File: src/cocr_pkg.sv
// Shared constants of the clock output configuration register bank
package cocr_pkg;

   // ==========================================================
   // Serial port framing
   localparam int unsigned COCR_ADDR_W = 15;
   localparam int unsigned COCR_DATA_W = 8;
   localparam int unsigned COCR_CNT_W = 5;
   localparam logic [4:0] COCR_SPI_ADDR_DONE = 5'h10;
   localparam logic [4:0] COCR_SPI_FRAME_DONE = 5'h18;
   localparam int unsigned COCR_SPI_RW_BIT = 15;

   // ==========================================================
   // Register map
   localparam int unsigned COCR_NUM_REGS = 4;
   localparam int unsigned COCR_IDX_BIAS = 0;
   localparam int unsigned COCR_IDX_PE = 1;
   localparam int unsigned COCR_IDX_AUX = 2;
   localparam int unsigned COCR_IDX_OVR = 3;
   localparam logic [14:0] COCR_ADDR_BIAS = 15'h003f;
   localparam logic [14:0] COCR_ADDR_PE = 15'h0048;
   localparam logic [14:0] COCR_ADDR_AUX = 15'h0057;
   localparam logic [14:0] COCR_ADDR_OVR = 15'h0058;
   localparam logic [7:0] COCR_RST_BIAS = 8'h4f;
   localparam logic [7:0] COCR_RST_PE = 8'h00;
   localparam logic [7:0] COCR_RST_AUX = 8'h00;
   localparam logic [7:0] COCR_RST_OVR = 8'h00;
   localparam logic [7:0] COCR_RD_UNMAPPED = 8'h00;

   // ==========================================================
   // Field positions
   localparam int unsigned COCR_BIAS_MSB = 6;
   localparam int unsigned COCR_PE_MSB = 3;
   localparam int unsigned COCR_PE_W = 4;
   localparam int unsigned COCR_AUX_EN_BIT = 7;
   localparam int unsigned COCR_AUX_MODE_MSB = 2;
   localparam int unsigned COCR_OVR_EN_BIT = 7;
   localparam int unsigned COCR_SECOND_MSB = 5;
   localparam int unsigned COCR_SECOND_LSB = 4;
   localparam int unsigned COCR_FIRST_MSB = 3;
   localparam int unsigned COCR_FIRST_LSB = 2;
   localparam int unsigned COCR_SE_REF_BIT = 1;
   localparam int unsigned COCR_SYN_EN_BIT = 0;

   // ==========================================================
   // Codes
   localparam logic [2:0] COCR_AUX_UI16 = 3'h0;
   localparam logic [2:0] COCR_AUX_UI32 = 3'h1;
   localparam logic [2:0] COCR_AUX_UI64 = 3'h2;
   localparam logic [2:0] COCR_AUX_TSTAMP = 3'h3;
   localparam logic [1:0] COCR_REF_OFF = 2'h0;

   // ==========================================================
   // Auxiliary divider half periods, in system clock cycles
   localparam int unsigned COCR_DIV_W = 6;
   localparam logic [5:0] COCR_HALF_UI16 = 6'h08;
   localparam logic [5:0] COCR_HALF_UI32 = 6'h10;
   localparam logic [5:0] COCR_HALF_UI64 = 6'h20;

endpackage : cocr_pkg

File: src/cocr_regs.sv
// Clock output configuration register bank, top level
`timescale 1ns/1ns
`default_nettype none
module cocr_regs
   import cocr_pkg::*;
   #(parameter int unsigned NUM_LANES = 8)
   (
   // Clock and reset
   input wire logic clk_sys_i,
   input wire logic arst_n_i,
   // Serial configuration port
   input wire logic spi_sclk_i,
   input wire logic spi_csn_i,
   input wire logic spi_sdi_i,
   output logic spi_sdo_o,
   output logic spi_sdo_oe_o,
   // Configuration pins
   input wire logic synth_enable_pin_i,
   input wire logic single_ended_ref_select_pin_i,
   input wire logic clock_config_pin_zero_i,
   input wire logic clock_config_pin_one_i,
   input wire logic timestamp_input_pin_i,
   // Serializer status
   input wire logic serializer_reinit_i,
   // Synthesizer controls
   output logic synth_enable_o,
   output logic se_ref_select_o,
   output logic [1:0] first_divided_ref_output_o,
   output logic [1:0] second_divided_ref_output_o,
   output logic [COCR_BIAS_MSB:0] oscillator_bias_level_o,
   // Serial lanes
   output logic [NUM_LANES*COCR_PE_W-1:0] lane_preemphasis_level_o,
   // Auxiliary output
   output logic aux_output_enable_o,
   output logic aux_output_pin_o,
   output logic receiver_ref_clock_o
   );

   localparam logic [COCR_NUM_REGS-1:0][COCR_ADDR_W-1:0] REG_ADDR =
      {COCR_ADDR_OVR, COCR_ADDR_AUX, COCR_ADDR_PE, COCR_ADDR_BIAS};
   localparam logic [COCR_NUM_REGS-1:0][COCR_DATA_W-1:0] REG_RST =
      {COCR_RST_OVR, COCR_RST_AUX, COCR_RST_PE, COCR_RST_BIAS};

   logic [COCR_NUM_REGS-1:0][COCR_DATA_W-1:0] reg_q;
   logic slv_wr;
   logic [COCR_ADDR_W-1:0] slv_addr;
   logic [COCR_DATA_W-1:0] slv_wdata;
   logic [COCR_DATA_W-1:0] slv_rdata;
   logic [4:0] pin_s1;
   logic [4:0] pin_s2;
   logic pin_en_s;
   logic pin_se_s;
   logic [1:0] pin_cfg_s;
   logic tstamp_s;
   logic ovr;
   logic aux_en;
   logic [COCR_AUX_MODE_MSB:0] aux_mode;
   logic aux_clk_mode;
   logic div_run;
   logic div_clk;
   logic [COCR_DIV_W-1:0] div_half;
   logic [1:0] next_first;
   logic [1:0] next_second;

   // ==========================================================
   // Serial port slave
   cocr_spi_slave u_spi (
      .clk_sys_i(clk_sys_i),
      .arst_n_i(arst_n_i),
      .spi_sclk_i(spi_sclk_i),
      .spi_csn_i(spi_csn_i),
      .spi_sdi_i(spi_sdi_i),
      .spi_sdo_o(spi_sdo_o),
      .spi_sdo_oe_o(spi_sdo_oe_o),
      .wr_o(slv_wr),
      .addr_o(slv_addr),
      .wdata_o(slv_wdata),
      .rdata_i(slv_rdata)
   );

   // ==========================================================
   // Register storage
   for (genvar r = 0; r < COCR_NUM_REGS; r++)
   begin : g_reg
      always_ff @(posedge clk_sys_i or negedge arst_n_i)
      begin
         if (!arst_n_i)
         begin
            reg_q[r] <= REG_RST[r];
         end
         else if (slv_wr && slv_addr == REG_ADDR[r])
         begin
            reg_q[r] <= slv_wdata;
         end
      end
   end

   // ==========================================================
   // Read back
   always_comb
   begin
      slv_rdata = COCR_RD_UNMAPPED;
      for (int r = 0; r < COCR_NUM_REGS; r++)
      begin
         if (slv_addr == REG_ADDR[r])
         begin
            slv_rdata = reg_q[r];
         end
      end
   end

   // ==========================================================
   // Pin synchronisers
   always_ff @(posedge clk_sys_i or negedge arst_n_i)
   begin
      if (!arst_n_i)
      begin
         pin_s1 <= '0;
         pin_s2 <= '0;
      end
      else
      begin
         pin_s1 <= {timestamp_input_pin_i, clock_config_pin_one_i,
                    clock_config_pin_zero_i, single_ended_ref_select_pin_i,
                    synth_enable_pin_i};
         pin_s2 <= pin_s1;
      end
   end

   assign pin_en_s = pin_s2[0];
   assign pin_se_s = pin_s2[1];
   assign pin_cfg_s = pin_s2[3:2];
   assign tstamp_s = pin_s2[4];

   // ==========================================================
   // Synthesizer control selection
   assign ovr = reg_q[COCR_IDX_OVR][COCR_OVR_EN_BIT];

   always_comb
   begin
      if (ovr)
      begin
         next_first =
            reg_q[COCR_IDX_OVR][COCR_FIRST_MSB:COCR_FIRST_LSB];
         next_second =
            reg_q[COCR_IDX_OVR][COCR_SECOND_MSB:COCR_SECOND_LSB];
      end
      else
      begin
         next_first = pin_cfg_s;
         next_second = pin_cfg_s;
      end
      if (next_first == COCR_REF_OFF)
      begin
         next_second = COCR_REF_OFF;
      end
   end

   always_ff @(posedge clk_sys_i or negedge arst_n_i)
   begin
      if (!arst_n_i)
      begin
         synth_enable_o <= 1'b0;
         se_ref_select_o <= 1'b0;
         first_divided_ref_output_o <= COCR_REF_OFF;
         second_divided_ref_output_o <= COCR_REF_OFF;
      end
      else
      begin
         synth_enable_o <= ovr ?
            reg_q[COCR_IDX_OVR][COCR_SYN_EN_BIT] : pin_en_s;
         se_ref_select_o <= ovr ?
            reg_q[COCR_IDX_OVR][COCR_SE_REF_BIT] : pin_se_s;
         first_divided_ref_output_o <= next_first;
         second_divided_ref_output_o <= next_second;
      end
   end

   // ==========================================================
   // Bias and lane pre-emphasis
   always_ff @(posedge clk_sys_i or negedge arst_n_i)
   begin
      if (!arst_n_i)
      begin
         oscillator_bias_level_o <= COCR_RST_BIAS[COCR_BIAS_MSB:0];
      end
      else
      begin
         oscillator_bias_level_o <= reg_q[COCR_IDX_BIAS][COCR_BIAS_MSB:0];
      end
   end

   for (genvar l = 0; l < NUM_LANES; l++)
   begin : g_lane
      always_ff @(posedge clk_sys_i or negedge arst_n_i)
      begin
         if (!arst_n_i)
         begin
            lane_preemphasis_level_o[l*COCR_PE_W +: COCR_PE_W] <=
               COCR_RST_PE[COCR_PE_MSB:0];
         end
         else
         begin
            lane_preemphasis_level_o[l*COCR_PE_W +: COCR_PE_W] <=
               reg_q[COCR_IDX_PE][COCR_PE_MSB:0];
         end
      end
   end

   // ==========================================================
   // Auxiliary output
   assign aux_en = reg_q[COCR_IDX_AUX][COCR_AUX_EN_BIT];
   assign aux_mode = reg_q[COCR_IDX_AUX][COCR_AUX_MODE_MSB:0];
   assign aux_clk_mode = aux_mode <= COCR_AUX_UI64;
   assign div_run = aux_en && aux_clk_mode && !serializer_reinit_i;

   always_comb
   begin
      case (aux_mode)
         COCR_AUX_UI16: div_half = COCR_HALF_UI16;
         COCR_AUX_UI32: div_half = COCR_HALF_UI32;
         default: div_half = COCR_HALF_UI64;
      endcase
   end

   cocr_clk_div #(.CNT_W(COCR_DIV_W)) u_div (
      .clk_sys_i(clk_sys_i),
      .arst_n_i(arst_n_i),
      .run_i(div_run),
      .half_period_i(div_half),
      .clk_o(div_clk)
   );

   always_ff @(posedge clk_sys_i or negedge arst_n_i)
   begin
      if (!arst_n_i)
      begin
         aux_output_enable_o <= 1'b0;
         aux_output_pin_o <= 1'b0;
         receiver_ref_clock_o <= 1'b0;
      end
      else
      begin
         aux_output_enable_o <= aux_en;
         receiver_ref_clock_o <= aux_en && aux_clk_mode;
         if (!aux_en)
         begin
            aux_output_pin_o <= 1'b0;
         end
         else if (aux_clk_mode)
         begin
            aux_output_pin_o <= div_clk;
         end
         else if (aux_mode == COCR_AUX_TSTAMP)
         begin
            aux_output_pin_o <= tstamp_s;
         end
         else
         begin
            aux_output_pin_o <= 1'b0;
         end
      end
   end
endmodule : cocr_regs
`default_nettype wire

File: src/cocr_clk_div.sv
// Toggle divider for the auxiliary clock output
`timescale 1ns/1ns
`default_nettype none
module cocr_clk_div
   #(parameter int unsigned CNT_W = 6)
   (
   // Clock and reset
   input wire logic clk_sys_i,
   input wire logic arst_n_i,
   // Control
   input wire logic run_i,
   input wire logic [CNT_W-1:0] half_period_i,
   // Divided clock
   output logic clk_o
   );

   logic [CNT_W-1:0] cnt;

   // ==========================================================
   // Counter and toggle
   always_ff @(posedge clk_sys_i or negedge arst_n_i)
   begin
      if (!arst_n_i)
      begin
         cnt <= '0;
         clk_o <= 1'b0;
      end
      else if (!run_i)
      begin
         cnt <= '0;
         clk_o <= 1'b0;
      end
      else if (cnt == half_period_i - CNT_W'(1))
      begin
         cnt <= '0;
         clk_o <= !clk_o;
      end
      else
      begin
         cnt <= cnt + CNT_W'(1);
      end
   end

endmodule : cocr_clk_div
`default_nettype wire

File: src/cocr_spi_slave.sv
// Serial configuration port slave
`timescale 1ns/1ns
`default_nettype none
module cocr_spi_slave
   import cocr_pkg::*;
   (
   // Clock and reset
   input wire logic clk_sys_i,
   input wire logic arst_n_i,
   // Serial pins
   input wire logic spi_sclk_i,
   input wire logic spi_csn_i,
   input wire logic spi_sdi_i,
   output logic spi_sdo_o,
   output logic spi_sdo_oe_o,
   // Register side
   output logic wr_o,
   output logic [COCR_ADDR_W-1:0] addr_o,
   output logic [COCR_DATA_W-1:0] wdata_o,
   input wire logic [COCR_DATA_W-1:0] rdata_i
   );

   logic [2:0] sclk_sr;
   logic [1:0] csn_sr;
   logic [1:0] sdi_sr;
   logic [COCR_CNT_W-1:0] cnt;
   logic [23:0] shreg;
   logic [COCR_DATA_W-1:0] tx;
   logic rd;
   logic sclk_rise;
   logic sclk_fall;
   logic [23:0] next_shreg;
   logic [COCR_CNT_W-1:0] next_cnt;

   // ==========================================================
   // Pin synchronisers
   always_ff @(posedge clk_sys_i or negedge arst_n_i)
   begin
      if (!arst_n_i)
      begin
         sclk_sr <= '0;
         csn_sr <= 2'h3;
         sdi_sr <= '0;
      end
      else
      begin
         sclk_sr <= {sclk_sr[1:0], spi_sclk_i};
         csn_sr <= {csn_sr[0], spi_csn_i};
         sdi_sr <= {sdi_sr[0], spi_sdi_i};
      end
   end

   assign sclk_rise = sclk_sr[1] && !sclk_sr[2];
   assign sclk_fall = !sclk_sr[1] && sclk_sr[2];
   assign next_shreg = {shreg[22:0], sdi_sr[1]};
   assign next_cnt = cnt + COCR_CNT_W'(1);

   // ==========================================================
   // Receive shifter and decode
   always_ff @(posedge clk_sys_i or negedge arst_n_i)
   begin
      if (!arst_n_i)
      begin
         cnt <= '0;
         shreg <= '0;
         rd <= 1'b0;
         wr_o <= 1'b0;
         addr_o <= '0;
         wdata_o <= '0;
      end
      else
      begin
         wr_o <= 1'b0;
         if (csn_sr[1])
         begin
            cnt <= '0;
            rd <= 1'b0;
         end
         else if (sclk_rise && cnt != COCR_SPI_FRAME_DONE)
         begin
            shreg <= next_shreg;
            cnt <= next_cnt;
            if (next_cnt == COCR_SPI_ADDR_DONE)
            begin
               addr_o <= next_shreg[COCR_ADDR_W-1:0];
               rd <= next_shreg[COCR_SPI_RW_BIT];
            end
            if (next_cnt == COCR_SPI_FRAME_DONE && !rd)
            begin
               wr_o <= 1'b1;
               wdata_o <= next_shreg[COCR_DATA_W-1:0];
            end
         end
      end
   end

   // ==========================================================
   // Read data shifter
   always_ff @(posedge clk_sys_i or negedge arst_n_i)
   begin
      if (!arst_n_i)
      begin
         tx <= '0;
         spi_sdo_o <= 1'b0;
         spi_sdo_oe_o <= 1'b0;
      end
      else
      begin
         spi_sdo_oe_o <= !csn_sr[1] && rd;
         if (csn_sr[1])
         begin
            spi_sdo_o <= 1'b0;
         end
         else if (sclk_fall && rd && cnt == COCR_SPI_ADDR_DONE)
         begin
            spi_sdo_o <= rdata_i[COCR_DATA_W-1];
            tx <= {rdata_i[COCR_DATA_W-2:0], 1'b0};
         end
         else if (sclk_fall && rd)
         begin
            spi_sdo_o <= tx[COCR_DATA_W-1];
            tx <= {tx[COCR_DATA_W-2:0], 1'b0};
         end
      end
   end

endmodule : cocr_spi_slave
`default_nettype wire

File: config.mk
export PLATFORM = sky130hd
export DESIGN_NAME = cocr_regs
export DESIGN_NICKNAME = d
export VERILOG_FILES = /design/src/cocr_pkg.sv /design/src/cocr_regs.sv /design/src/cocr_clk_div.sv /design/src/cocr_spi_slave.sv
export SDC_FILE = /design/constraint.sdc
export NUM_CORES = 1
export LEC_CHECK = 0
export BUFFER_PORTS_ARGS = -buffer_cell sky130_fd_sc_hd__buf_2
export CAP_MARGIN = 15
export CORE_MARGIN = 4
export CORE_UTILIZATION = 40
export DETAILED_ROUTE_END_ITERATION = 6
export PLACE_DENSITY_LB_ADDON = 0.1
export RECOVER_POWER = 25
export SETUP_SLACK_MARGIN = 0.05
export SYNTH_ARGS = -nofsm -noshare
export SYNTH_HDL_FRONTEND = slang
export SYNTH_HIERARCHICAL = 1
export SYNTH_SLANG_ARGS = --single-unit
File: constraint.sdc
create_clock -name clk_sys_i -period 3 [get_ports clk_sys_i]
set_input_delay 0.45 -clock clk_sys_i [delete_from_list [all_inputs] [get_ports clk_sys_i]]
set_output_delay 0.45 -clock clk_sys_i [all_outputs]
set_load 0.01 [all_outputs]
# Word level (Yosys, flattened, before mapping)
# Index checks and enable logic that the tools add are counted.
[classes] n_mux=30 magnitude_cmp=1 bitwise_logic=1 n_reduce_logical=30 add_sub_neg=3 n_eq_ne=12
[op_table] operator="two-way mux 8 bit" count=6
[op_table] operator="equality test 15 x 7 -> 1 bit (second input constant)" count=3
[op_table] operator="two-way mux 1 bit" count=16
[op_table] operator="equality test 15 x 6 -> 1 bit (second input constant)" count=1
[op_table] operator="equality test 5 bit (second input constant)" count=3
[op_table] operator="logical AND 1 bit" count=13
[op_table] operator="two-way mux 6 bit" count=2
[op_table] operator="case mux 6 bit (2 select lines)" count=1
[op_table] operator="two-way mux 5 bit" count=2
[op_table] operator="adder 6 x 1 -> 6 bit (second input constant)" count=1
[op_table] operator="equality test 6 bit" count=1
[op_table] operator="logical NOT 1 bit" count=6
[op_table] operator="two-way mux 2 bit" count=3
[op_table] operator="AND reduction 2 bit" count=3
[op_table] operator="AND reduction 3 bit" count=2
[op_table] operator="nonzero test 2 bit" count=3
[op_table] operator="subtractor 6 x 1 -> 6 bit (second input constant)" count=1
[op_table] operator="adder 5 x 1 -> 5 bit (second input constant)" count=1
[op_table] operator="!= test 5 bit (second input constant)" count=1
[op_table] operator="equality test 3 x 1 -> 1 bit (second input constant)" count=1
[op_table] operator="equality test 3 x 2 -> 1 bit (second input constant)" count=1
[op_table] operator="<= comparator 3 x 2 -> 1 bit (second input constant)" count=1
[op_table] operator="logical NOT 3 bit" count=1
[op_table] operator="nonzero test 3 bit" count=1
[op_table] operator="other kinds (3)" count=3
[word_totals] elab_cells=106 inputBits=11 out_inout_bits=50 reg_bits=131

# Depth between registers and ports, before layout
# Gate-level depths: netlist of the first run.
[logic_depth] word_depth=7 mapped_depth=9 mapped_depth_nobuf=7

# Modules after synthesis
# The synthesis of the first run kept the hierarchy.
[modules_own_cells] mod="cocr_regs" cells_per_inst=208 instances=1 area_per_inst_um2=2730.1 seq_area_each_um2=1564.0
[modules_own_cells] mod="cocr_spi_slave" cells_per_inst=172 instances=1 area_per_inst_um2=2526.2 seq_area_each_um2=1529.0
[modules_own_cells] mod="cocr_clk_div" cells_per_inst=49 instances=1 area_per_inst_um2=486.7 seq_area_each_um2=175.2

# Worst setup path before layout of the first run
# Ideal clock, no wire load.
[synth_timing] path_type="register -> register" start="register u_spi.addr_o[10]" end="register u_spi.spi_sdo_o" arrival_ns=2.406 setup_ns=0.130 period_less_slack_ns=2.536 required_ns=2.870 path_slack_ns=0.464 path_stages_with_launch=10 path_buffers=2 cell_sequence="dfrtp_1 > or4_4 > buf_6 > or4_2 > clkbuf_1 > o21ai_0 > o21ai_0 > o21a_1 > a21oi_1 > o21ai_0"
[synth_between] elab_chain_cells=7 word_cells_on_any_way=10 classes_between="4 x eq/ne; 6 x mux"
[synth_lines] element="from (decl)" line="cocr_spi_slave.sv:18" text="output logic [COCR_ADDR_W-1:0] addr_o,"
[synth_lines] element="from (signal assigned)" line="cocr_spi_slave.sv:85" text="addr_o <= next_shreg[COCR_ADDR_W-1:0];"
[synth_lines] element="equality test 15 x 6 -> 1 bit" line="cocr_regs.sv:105" text="if (slv_addr == REG_ADDR[r])"
[synth_lines] element="two-way mux 8 bit (3 in series)" line="cocr_regs.sv:105"
[synth_lines] element="two-way mux 8 bit (*)" line="cocr_regs.sv:105"
[synth_lines] element="via slv_rdata[7]" line="cocr_regs.sv:48" text="logic [COCR_DATA_W-1:0] slv_rdata;"
[synth_lines] element="two-way mux 1 bit (*)" line="cocr_spi_slave.sv:114" text="else if (sclk_fall && rd && cnt == COCR_SPI_ADDR_DONE)"
[synth_lines] element="two-way mux 1 bit (*)" line="cocr_spi_slave.sv:110" text="if (csn_sr[1])"
[synth_lines] element="to (signal assigned)" line="cocr_spi_slave.sv:116" text="spi_sdo_o <= rdata_i[COCR_DATA_W-1];"
[synth_lines] element="to (signal assigned)" line="cocr_spi_slave.sv:121" text="spi_sdo_o <= tx[COCR_DATA_W-1];"
[synth_lines] element="to (decl)" line="cocr_spi_slave.sv:14" text="output logic spi_sdo_o,"
# Mark *: on every way through the listed nets, which the timed path passes. The rest lies on a longest branch.
# A chain may end at the register's enable or synchronous reset.

# Worst setup path in the final report of the first run
[layout_timing] start="register u_spi.addr_o[1]" end="register u_spi.spi_sdo_o"
# The elaborated chain is that of the path after synthesis.

==> results.md, run 1 <==
- The run finished with clean final reports.
- The initial utilization of the core area, before any placement, comes to about two fifths.
- 0 antenna diodes ended up in the layout.
- The hold-critical path depth is 1.
- The hold slack is 132 ps.
- The buffer levels on the longest clock path is 2.
- The path with the worst hold slack has its endpoint at u_spi/csn_sr[0].
- The worst slew margin relative to its limit is 10.9%.
- For this run, the detailed router's first-pass iteration total came to 4.
- The max-slew violation total from the final report was 0.
- The required arrival time at the worst endpoint is 3270 ps.
- In this run, synthesis produced a sequential element count of 130.
- The sum of met3 wire segment lengths after detailed routing is 508 um.
- For this design, the CTS-stage hold fixing added 0 buffers.
- The count of cells resized by post-cts repair is 0.
- The largest net degree at the start of global routing is 55.
- The number of antenna violations at the first check in global routing is 0.
- In this run the post-CTS setup repair buffer count came out at 0.
- By instance count, the cell type seen most on the critical path is o21ai_0.
- The total routed wirelength is 10600 um.
- The post-synthesis async set-or-reset flop share is 100%.
- The type of the worst min-delay path is in -> reg.
- The number of cells traversed by the worst register-to-register path is 7.
- In this run switching power makes up 19.9% of total power.
- For the final database, setup skew stands at 12.0 ps.
- The via count of the first global-routing pass was between 3000 and 4000.
- Setup repair after global routing left no endpoint under its margin.
- The predominant post-synthesis flop cell is dfrtp_1.
- The setup slack of the most critical reg-to-reg path is about 340 ps.
- The detailed placement HPWL is 7520 um.
- The maximum cell stage delay along the critical path is 770 ps.
- Ranked by total cell area, the synthesized netlist is headed by dfrtp_1, mux2_2, dfstp_2.
- The die area is 16300 sq um.
- For the worst-skew pair, the clock arrives at the later sink with an insertion delay of 420 ps.
- The origin of the worst min-delay path is spi_csn_i.
- The largest individual stage delay along the critical path comes from the cell or4b_2.
- The total power after layout is approximately 4.3 mW.
- Registers are responsible for 44.1% of the overall power.
- The average instance in the mapped netlist occupies 13.4 sq um.
- The number of I/O port buffers is 60.
- The share of total power dissipated in the clock network is 52.8%.
- The vertical die dimension is between 100 and 150 um.
- The number of vias per cell after detailed routing is 4.96.
- The clock period could shrink to between 2000 and 3000 ps.
- Routability-driven placement finished with a final weighted congestion of 0.739.
- The number of DRC markers after the initial detailed-route iteration is 178.
- STA puts the critical path data arrival time at roughly 2900 ps.
- The peak fanout along the critical path is 7.
- Summed over all nets, wire length on met2 after detailed routing comes to between 5000 and 6000 um.
- Based on the critical path, the design can be clocked at up to between 300 and 400 MHz.
- The category of the most critical setup path is reg -> reg.
- The top-area cell type share of the netlist area is between 50% and 60%.
- In this run the critical register-to-register path is launched from u_spi/addr_o[1].
- Power spread over the standard cell area amounts to 639 nW/um^2.
- The H-tree was split into 4 levels.
- Clock-pin slew was measured on the worst setup and hold paths at 50 ps.
- The total I/O pin count is 61.
- The count of vias placed by the detailed router is 3345.
- The tool flagged a number of max-cap violations equal to 0.
- Traced cell by cell, the critical path runs through or4b_2 > or4_2 > o21ai_0 > o21ai_0 > o21a_1 > a21oi_1 > o21ai_0.
- The remaining antenna violation count is 0.
- Compared with the post-synthesis result, the final layout area differs by 16.6%.
- The aggregate global-route resource usage is 14.4%.
- The number of placed instances, taps included is 643.
- The worst setup path is captured at a flop.
- The clock tree from TritonCTS is yes.
- Internal power comes to 3.42 mW.
- The number of clock sinks is 130.
- The largest total area in the synthesized netlist belongs to dfrtp_1.
- The initialized floorplan defines 43 standard-cell rows.
- The number of flops mapped to enable cells by yosys is 0.
- The total area inside the core boundary comes to approximately 14000 sq um.
- After detailed routing, the wire length on met1 is 4870 um.
- The detailed router used layers up to and including met4.
- The netlist uses 55 different library cells.
- The final count of hold timing violations is 0.
- Setup violations remaining at the end of the flow were counted as 0.
- The transition time at the pin with the least slew margin is 1340 ps.
- Synthesis produced a netlist whose cell count is 429.
- During synthesis, Yosys emitted a total of 6 warnings.
- The fraction of power consumed by combinational cells is 3.1%.
- The first global-routing pass estimated 18100 um of wire.
- The nature of the critical path startpoint is a flop.
- The total CTS buffers is 17.
- For this run the aggregate overflow at the end of global routing stands at 0.
- The share of cells above drive strength 1 is between 30% and 40%.
- The die span in x is around 130 um.
- The routed length per instance is 15.8 um.
- The share of the clock period used by the worst path after layout is approximately nine tenths.
- Of the synthesized area, sequential elements account for a little under three fifths.
- In this run the clock root is driven by a clkbuf_16.
- The finished layout holds 675 standard cells, fillers aside.
- The net count of the finished layout is ~500.
- The endpoint identified for the worst register-to-register timing path is u_spi/spi_sdo_o.
- The remaining routing DRC violations is 0.
- The synthesized netlist occupies a cell area of 5740 sq um.
- The analysis attributes to cell leakage a power of 3.31 nW.
- Summed over all nets, the switching power comes to 0.853 mW.
- For the final routed database, the setup TNS stands at 0 ps.
- The worst voltage drop across the vdd grid is 0.364 mV.
-- worst max-delay path by stage --
stage                                start               to  slack, ps
after floorplan           u_spi/addr_o[10]  u_spi/spi_sdo_o        460
after global placement     u_spi/addr_o[1]  u_spi/spi_sdo_o        380
after CTS                  u_spi/addr_o[1]  u_spi/spi_sdo_o        330
after global routing       u_spi/addr_o[1]  u_spi/spi_sdo_o        230
final                      u_spi/addr_o[1]  u_spi/spi_sdo_o        340
after detailed placement   u_spi/addr_o[1]  u_spi/spi_sdo_o        320
-- cells in the final DEF (no fill, tap or decap), drive strengths merged, types with 4 or more instances in the layout --
cell,Yosys,final
a21o,6,6
a21oi,5,5
a22oi,8,8
buf,35,64
bufinv,0,5
clkbuf,8,24
clkinv,0,5
conb,1,12
dfrtp,118,118
dfstp,12,12
ha,5,5
inv,12,12
mux2,73,73
nand2,26,26
nand2b,6,6
nand3,11,11
nand4,4,4
nor2,15,15
nor4,4,4
o21ai,21,21
o22ai,7,7
xnor2,7,7
xor2,10,10
-- worst max-delay path, delay by kind of cell, from the launching register on --
kind,cells,cell delay (ps)
AOI/OAI and AO/OA,5,630
and+or+nand+nor,2,1510
DFF,1,390
-- cell type report --
class	instances	area (sq um)
fill	1272	7290
tap	180	225
timing repair buffer	66	343
clock buffer	22	474
sequential	130	3270
multi-input combinational	255	2160
inverter	12	45.0
clock inverter	10	179
-- cells by family after synthesis --
group | after synthesis | share of synthesized area (%)
AOI/OAI and AO/OA | 55 | 6.38
xor gates and xnor gates | 17 | 2.59
adders and majority gates | 5 | 1.09
buffers and inverters | 55 | 6.17
DFF | 130 | 56.9
muxes | 74 | 15.7
other | 1 | 0.0653
and+or+nand+nor | 92 | 11.1
-- metrics by stage --
step           area [sq um]  setup slack [ps]  util [%]
5_1_grt                6700               227      47.9
4_1_cts                6710               330      48.0
2_1_floorplan          5780               464         -
3_3_place_gp           6060               384      43.3
6_report               6700               335      47.9
3_5_place_dp           6060               321      43.3
-- layer usage --
metal  global-route usage (%)  up-vias
met4                     4.87        0
li1                         -     1580
met2                     22.7       70
met3                     4.83        9
met1                     18.6     1686
met5                        0        -
-- cell usage after synthesis, drive strengths merged, types with 2 or more instances --
| cell type | count |
|---|---|
| mux2 | 73 |
| and3b | 2 |
| buf | 35 |
| nand3 | 11 |
| dfstp | 12 |
| xor2 | 10 |
| nand3b | 3 |
| nand4 | 4 |
| or4b | 2 |
| a22oi | 8 |
| xnor2 | 7 |
| o21ai | 21 |
| a21o | 6 |
| nand4bb | 2 |
| o211ai | 2 |
| nand2b | 6 |
| nor2 | 15 |
| a21oi | 5 |
| ha | 5 |
| or4 | 3 |
| nor2b | 3 |
| inv | 12 |
| dfrtp | 118 |
| clkbuf | 8 |
| nand4b | 2 |
| nand2 | 26 |
| or4bb | 2 |
| nor4 | 4 |
| o22ai | 7 |
-- flip-flops by register name, indices dropped and copies added (netlist names), 6 cells and up --
name and flops:
u_spi/tx 7, oscillator_bias_level_o 7, reg_q 27, u_spi/wdata_o 8, u_spi/shreg 15, u_div/cnt 6
u_spi/addr_o 15
-- power groups by stage --
stage               Combinational [mW]  Sequential (mW)  Clock (mW)
floorplan                       0.0822             1.90           0
global placement                 0.137             1.92           0
detailed placement               0.141             1.92           0
CTS                              0.142             1.89        2.32
global route                     0.157             1.90        2.39
finish                           0.134             1.89        2.26
No activity file was read; power rests on OpenSTA's default activity.
==> run 2, diff against run 1 <==
Settings changed: ABC_AREA set to 1.
==> run 2 against run 1 <==
Net effect:
- global-route usage grew 1.5 points
- via count up 31%
- register-to-register slack improved by 480 ps
- area after synthesis increased by 6.6%
- sequential power down 3%
- critical path depth increased by 3
- total power down 7.1%
- sequential cell count is the same
- synthesized cell count up 60%
- clock skew shrank 1.7 ps
- routed wire length up 19%
- largest cell class unchanged
==> results.md, run 2 <==
- The flow ran to the end, and the final reports show no timing, DRC or antenna violations.
- The total CTS buffers is 17 (unchanged).
- The number of setup violations in the final report is 0 (unchanged).
- The detailed placement HPWL is 9090 um (+21%).
- The final count of hold timing violations is 0 (unchanged).
- The count of vias placed by the detailed router is 4374 (+31%).
- The hold slack came to 139 ps (+7.53 ps).
- The max-slew violation total from the final report was 0 (unchanged).
- The aggregate global-route resource usage is 15.9% (+1.5 points).
- The largest registers in the layout are reg_q: 27 flops, u_spi/addr_o: 15 flops, u_spi/shreg: 15 flops.
- The final period demand of the worst path was 2190 ps (-476 ps).
- The remaining routing DRC violations is 0 (unchanged).
- The number of placed instances, taps included is 894 (+39%).
- The smallest setup slack after layout was 811 ps (+476 ps).
- The number of cells traversed by the worst register-to-register path came to 10 (+3).
- The count of TritonRoute iterations in the first routing pass is 4 (unchanged).
- The H-tree depth came to 4 (unchanged).
- The number of warnings printed during yosys synthesis is 6 (unchanged).
- The global-route wire length before repair is 22500 um (+24%).
- The clock transition at the registers of the reported paths is 60 ps (about the same).
- By startpoint and endpoint, the worst setup path is classified as reg -> reg.
- The worst voltage drop across the vdd grid was 0.395 mV (+8.4%).
- The number of DRC markers after the initial detailed-route iteration is 167 (-6.2%).
- The die area came to 17400 sq um (+6.2%).
- The remaining antenna violation count was 0 (unchanged).
- The post-synthesis async set-or-reset flop share was 100% (unchanged).
- The number of clock sinks came to 130 (unchanged).
- The via count of the first global-routing pass is 4505 (+31%).
- The leakage power total came to 3.49 nW (+5.6%).
- The total global routing overflow was 0 (unchanged).
- The sum of negative setup slack is 0 ps (unchanged).
- The largest net degree at the start of global routing is 56 (+1.8%).
- The required arrival time at the worst endpoint is 3290 ps (+20 ps).
- The cell count after synthesis is 687 (+60%).
- The final setup skew is 10.2 ps (-1.73 ps).
- In the synthesized netlist, the cells that appear most often are nand2_1, dfrtp_1, nand3_1.
- The most common library cell in the layout ignoring fill and taps is nand2_1.
- The area growth from synthesis to layout is 13.0%.
- The number of I/O port buffers is 60 (unchanged).
- The count of cells resized by post-cts repair is 0 (unchanged).
- The total placed instance area came to 6340 sq um (+4.6%).
- Ranked by flip-flop count, first place goes to reg_q.
- The final net count was 745 (+50%).
- The global placer's final weighted congestion is 0.802 (+8.6%).
- The antenna diode count is 0 (unchanged).
- The cell type contributing the most total cell area after synthesis is dfrtp_1.
- The total routed wirelength is 12600 um (+19%).
- The placeable core region was 14800 sq um (+5.5%).
- The type of the worst min-delay path is in -> reg.
- By area the synthesized netlist is led by dfrtp_1, nand2_1, dfstp_2.
- The worst slew margin relative to its limit is 9.05% (-1.9 points).
- The total power after layout is 3.98 mW (-7.1%).
- The hold-critical path depth is 1 (unchanged).
- The buffer levels on the longest clock path is 2 (unchanged).
- The share of cells above drive strength 1 was 22.9% (-15 points).
- In the synthesized netlist the dominant register cell turns out to be dfrtp_1.
- The vertical die dimension came to 132 um (+3.1%).
- The clock latency on the worst-skew pair is 410 ps (about the same).
- Setup repair after global routing left no endpoint under its margin.
- The post-CTS setup repair buffer count is 0 (unchanged).
- CTS placed an instance of clkbuf_16 at the clock tree root.
- The total I/O pin count is 61 (unchanged).
- The transition time at the pin with the least slew margin is 1360 ps (+28.0 ps).
- The synthesized area per cell is 8.92 sq um (-33%).
- The total of max-cap violations is 0 (unchanged).
- The share of the core filled with cells in the final layout is 46.9% (-0.97 points).
- The number of vias per cell after detailed routing came to 4.72 (-4.7%).
- The nature of the critical path startpoint is a flop.
- The flop and latch count out of synthesis is 130 (unchanged).
- The total number of placement rows is 44 (+2.3%).
- The flip-flop count of the largest register after layout is 27 (unchanged).
- The worst setup slack after placement is 835 ps (+514 ps).
- The highest achievable clock rate was 457 MHz (+22%).
- The die span in x is 132 um (+3.1%).
- The number of antenna violations at the first check in global routing came to 0 (unchanged).
- The most frequently used cell type in the post-synthesis netlist is nand2_1.
- The peak fanout along the critical path is 22 (+15).
- The power density normalized to cell area is 574 nW/um^2 (-10%).
- The fraction of the yosys area taken by sequential cells came to 53.4% (-3.5 points).
- The share of the clock period used by the worst path after layout is 73.0% (-16 points).
- The clock tree from TritonCTS is yes.
- The number of flops mapped to enable cells by yosys is 0 (unchanged).
- The post-cts hold buffer count is 0 (unchanged).
- The routed length per instance is 13.6 um (-13%).
- The starting utilization of the core area is 41.5% (+0.46 points).
- The number of distinct library cells after synthesis is 36 (-35%).
- In the layout the commonest cells are nand2_1, dfrtp_1, buf_2, nand3_1, inv_1.
- The cell area after layout is 6920 sq um (+3.3%).
- The total of fill cells in the finished design was 1461 (+15%).
- STA classifies the critical path endpoint as a flop.
- The data arrival time of the critical path came to 2480 ps (-460 ps).
- The top-area cell type share of the netlist area is 48.2% (-3.2 points).
- The non-filler instance count after layout is 926 (+37%).
- The post-synthesis instance area was 6120 sq um (+6.6%).
-- run 2: kinds of logic after synthesis --
| family | Yosys count | synth area share, % |
|---|---|---|
| AND/OR/NAND/NOR | 379 | 28.9 |
| XOR/XNOR | 5 | 0.715 |
| buffers and inverters | 107 | 10.0 |
| adder cells (fa/ha/maj) | 5 | 1.02 |
| AO/OA/AOI/OAI | 60 | 5.90 |
| flip-flops | 130 | 53.4 |
| other | 1 | 0.0612 |
-- run 2: path summary, 6_finish.rpt --
path	from	to	slack (ps)
min in group asynchronous	arst_n_i	lane_preemphasis_level_o[28]	360
setup / recovery	u_spi/addr_o[13]	u_spi/tx[6]	810
setup reg to reg	u_spi/addr_o[13]	u_spi/tx[6]	810
hold / removal	spi_csn_i	u_spi/csn_sr[0]	140
max in group asynchronous	arst_n_i	pin_s1[1]	1570
hold reg to reg	pin_s1[1]	pin_s2[1]	340
-- run 2: area by class of cell --
class | count | area (sq um) | area share (%)
clock inverter | 9 | 106 | 1.54
tap | 184 | 230 | 3.33
timing repair buffer | 64 | 343 | 4.95
inverter | 59 | 226 | 3.27
sequential | 130 | 3270 | 47.2
clock buffer | 23 | 478 | 6.91
multi-input combinational | 457 | 2270 | 32.8
-- run 2: worst max-delay path, stage by stage, from the launching register on --
cell and delay [ps]:
dfrtp_1 370, nor2_1 100, nand2_1 80, nor2_4 450
nand2_1 180, nor2_4 340, inv_1 100, nor2_1 130
a21oi_2 40, o21ai_0 190, o21ai_1 90
-- run 2: power breakdown --
part	internal, mW	switching, mW	total [mW]
clock	1.29	0.734	2.02
sequential	1.80	0.0379	1.84
combinational	0.0355	0.0817	0.117
-- run 2: routing by layer --
layer | vias up | share of wire [%] | routed length, um | track usage (%)
met5 | - | 0 | 0 | 0
met2 | 77 | 49 | 6190 | 26.7
met4 | 0 | 0.64 | 81 | 4.03
met3 | 6 | 4.5 | 572 | 4.73
li1 | 2227 | - | - | -
met1 | 2064 | 46 | 5800 | 20.2
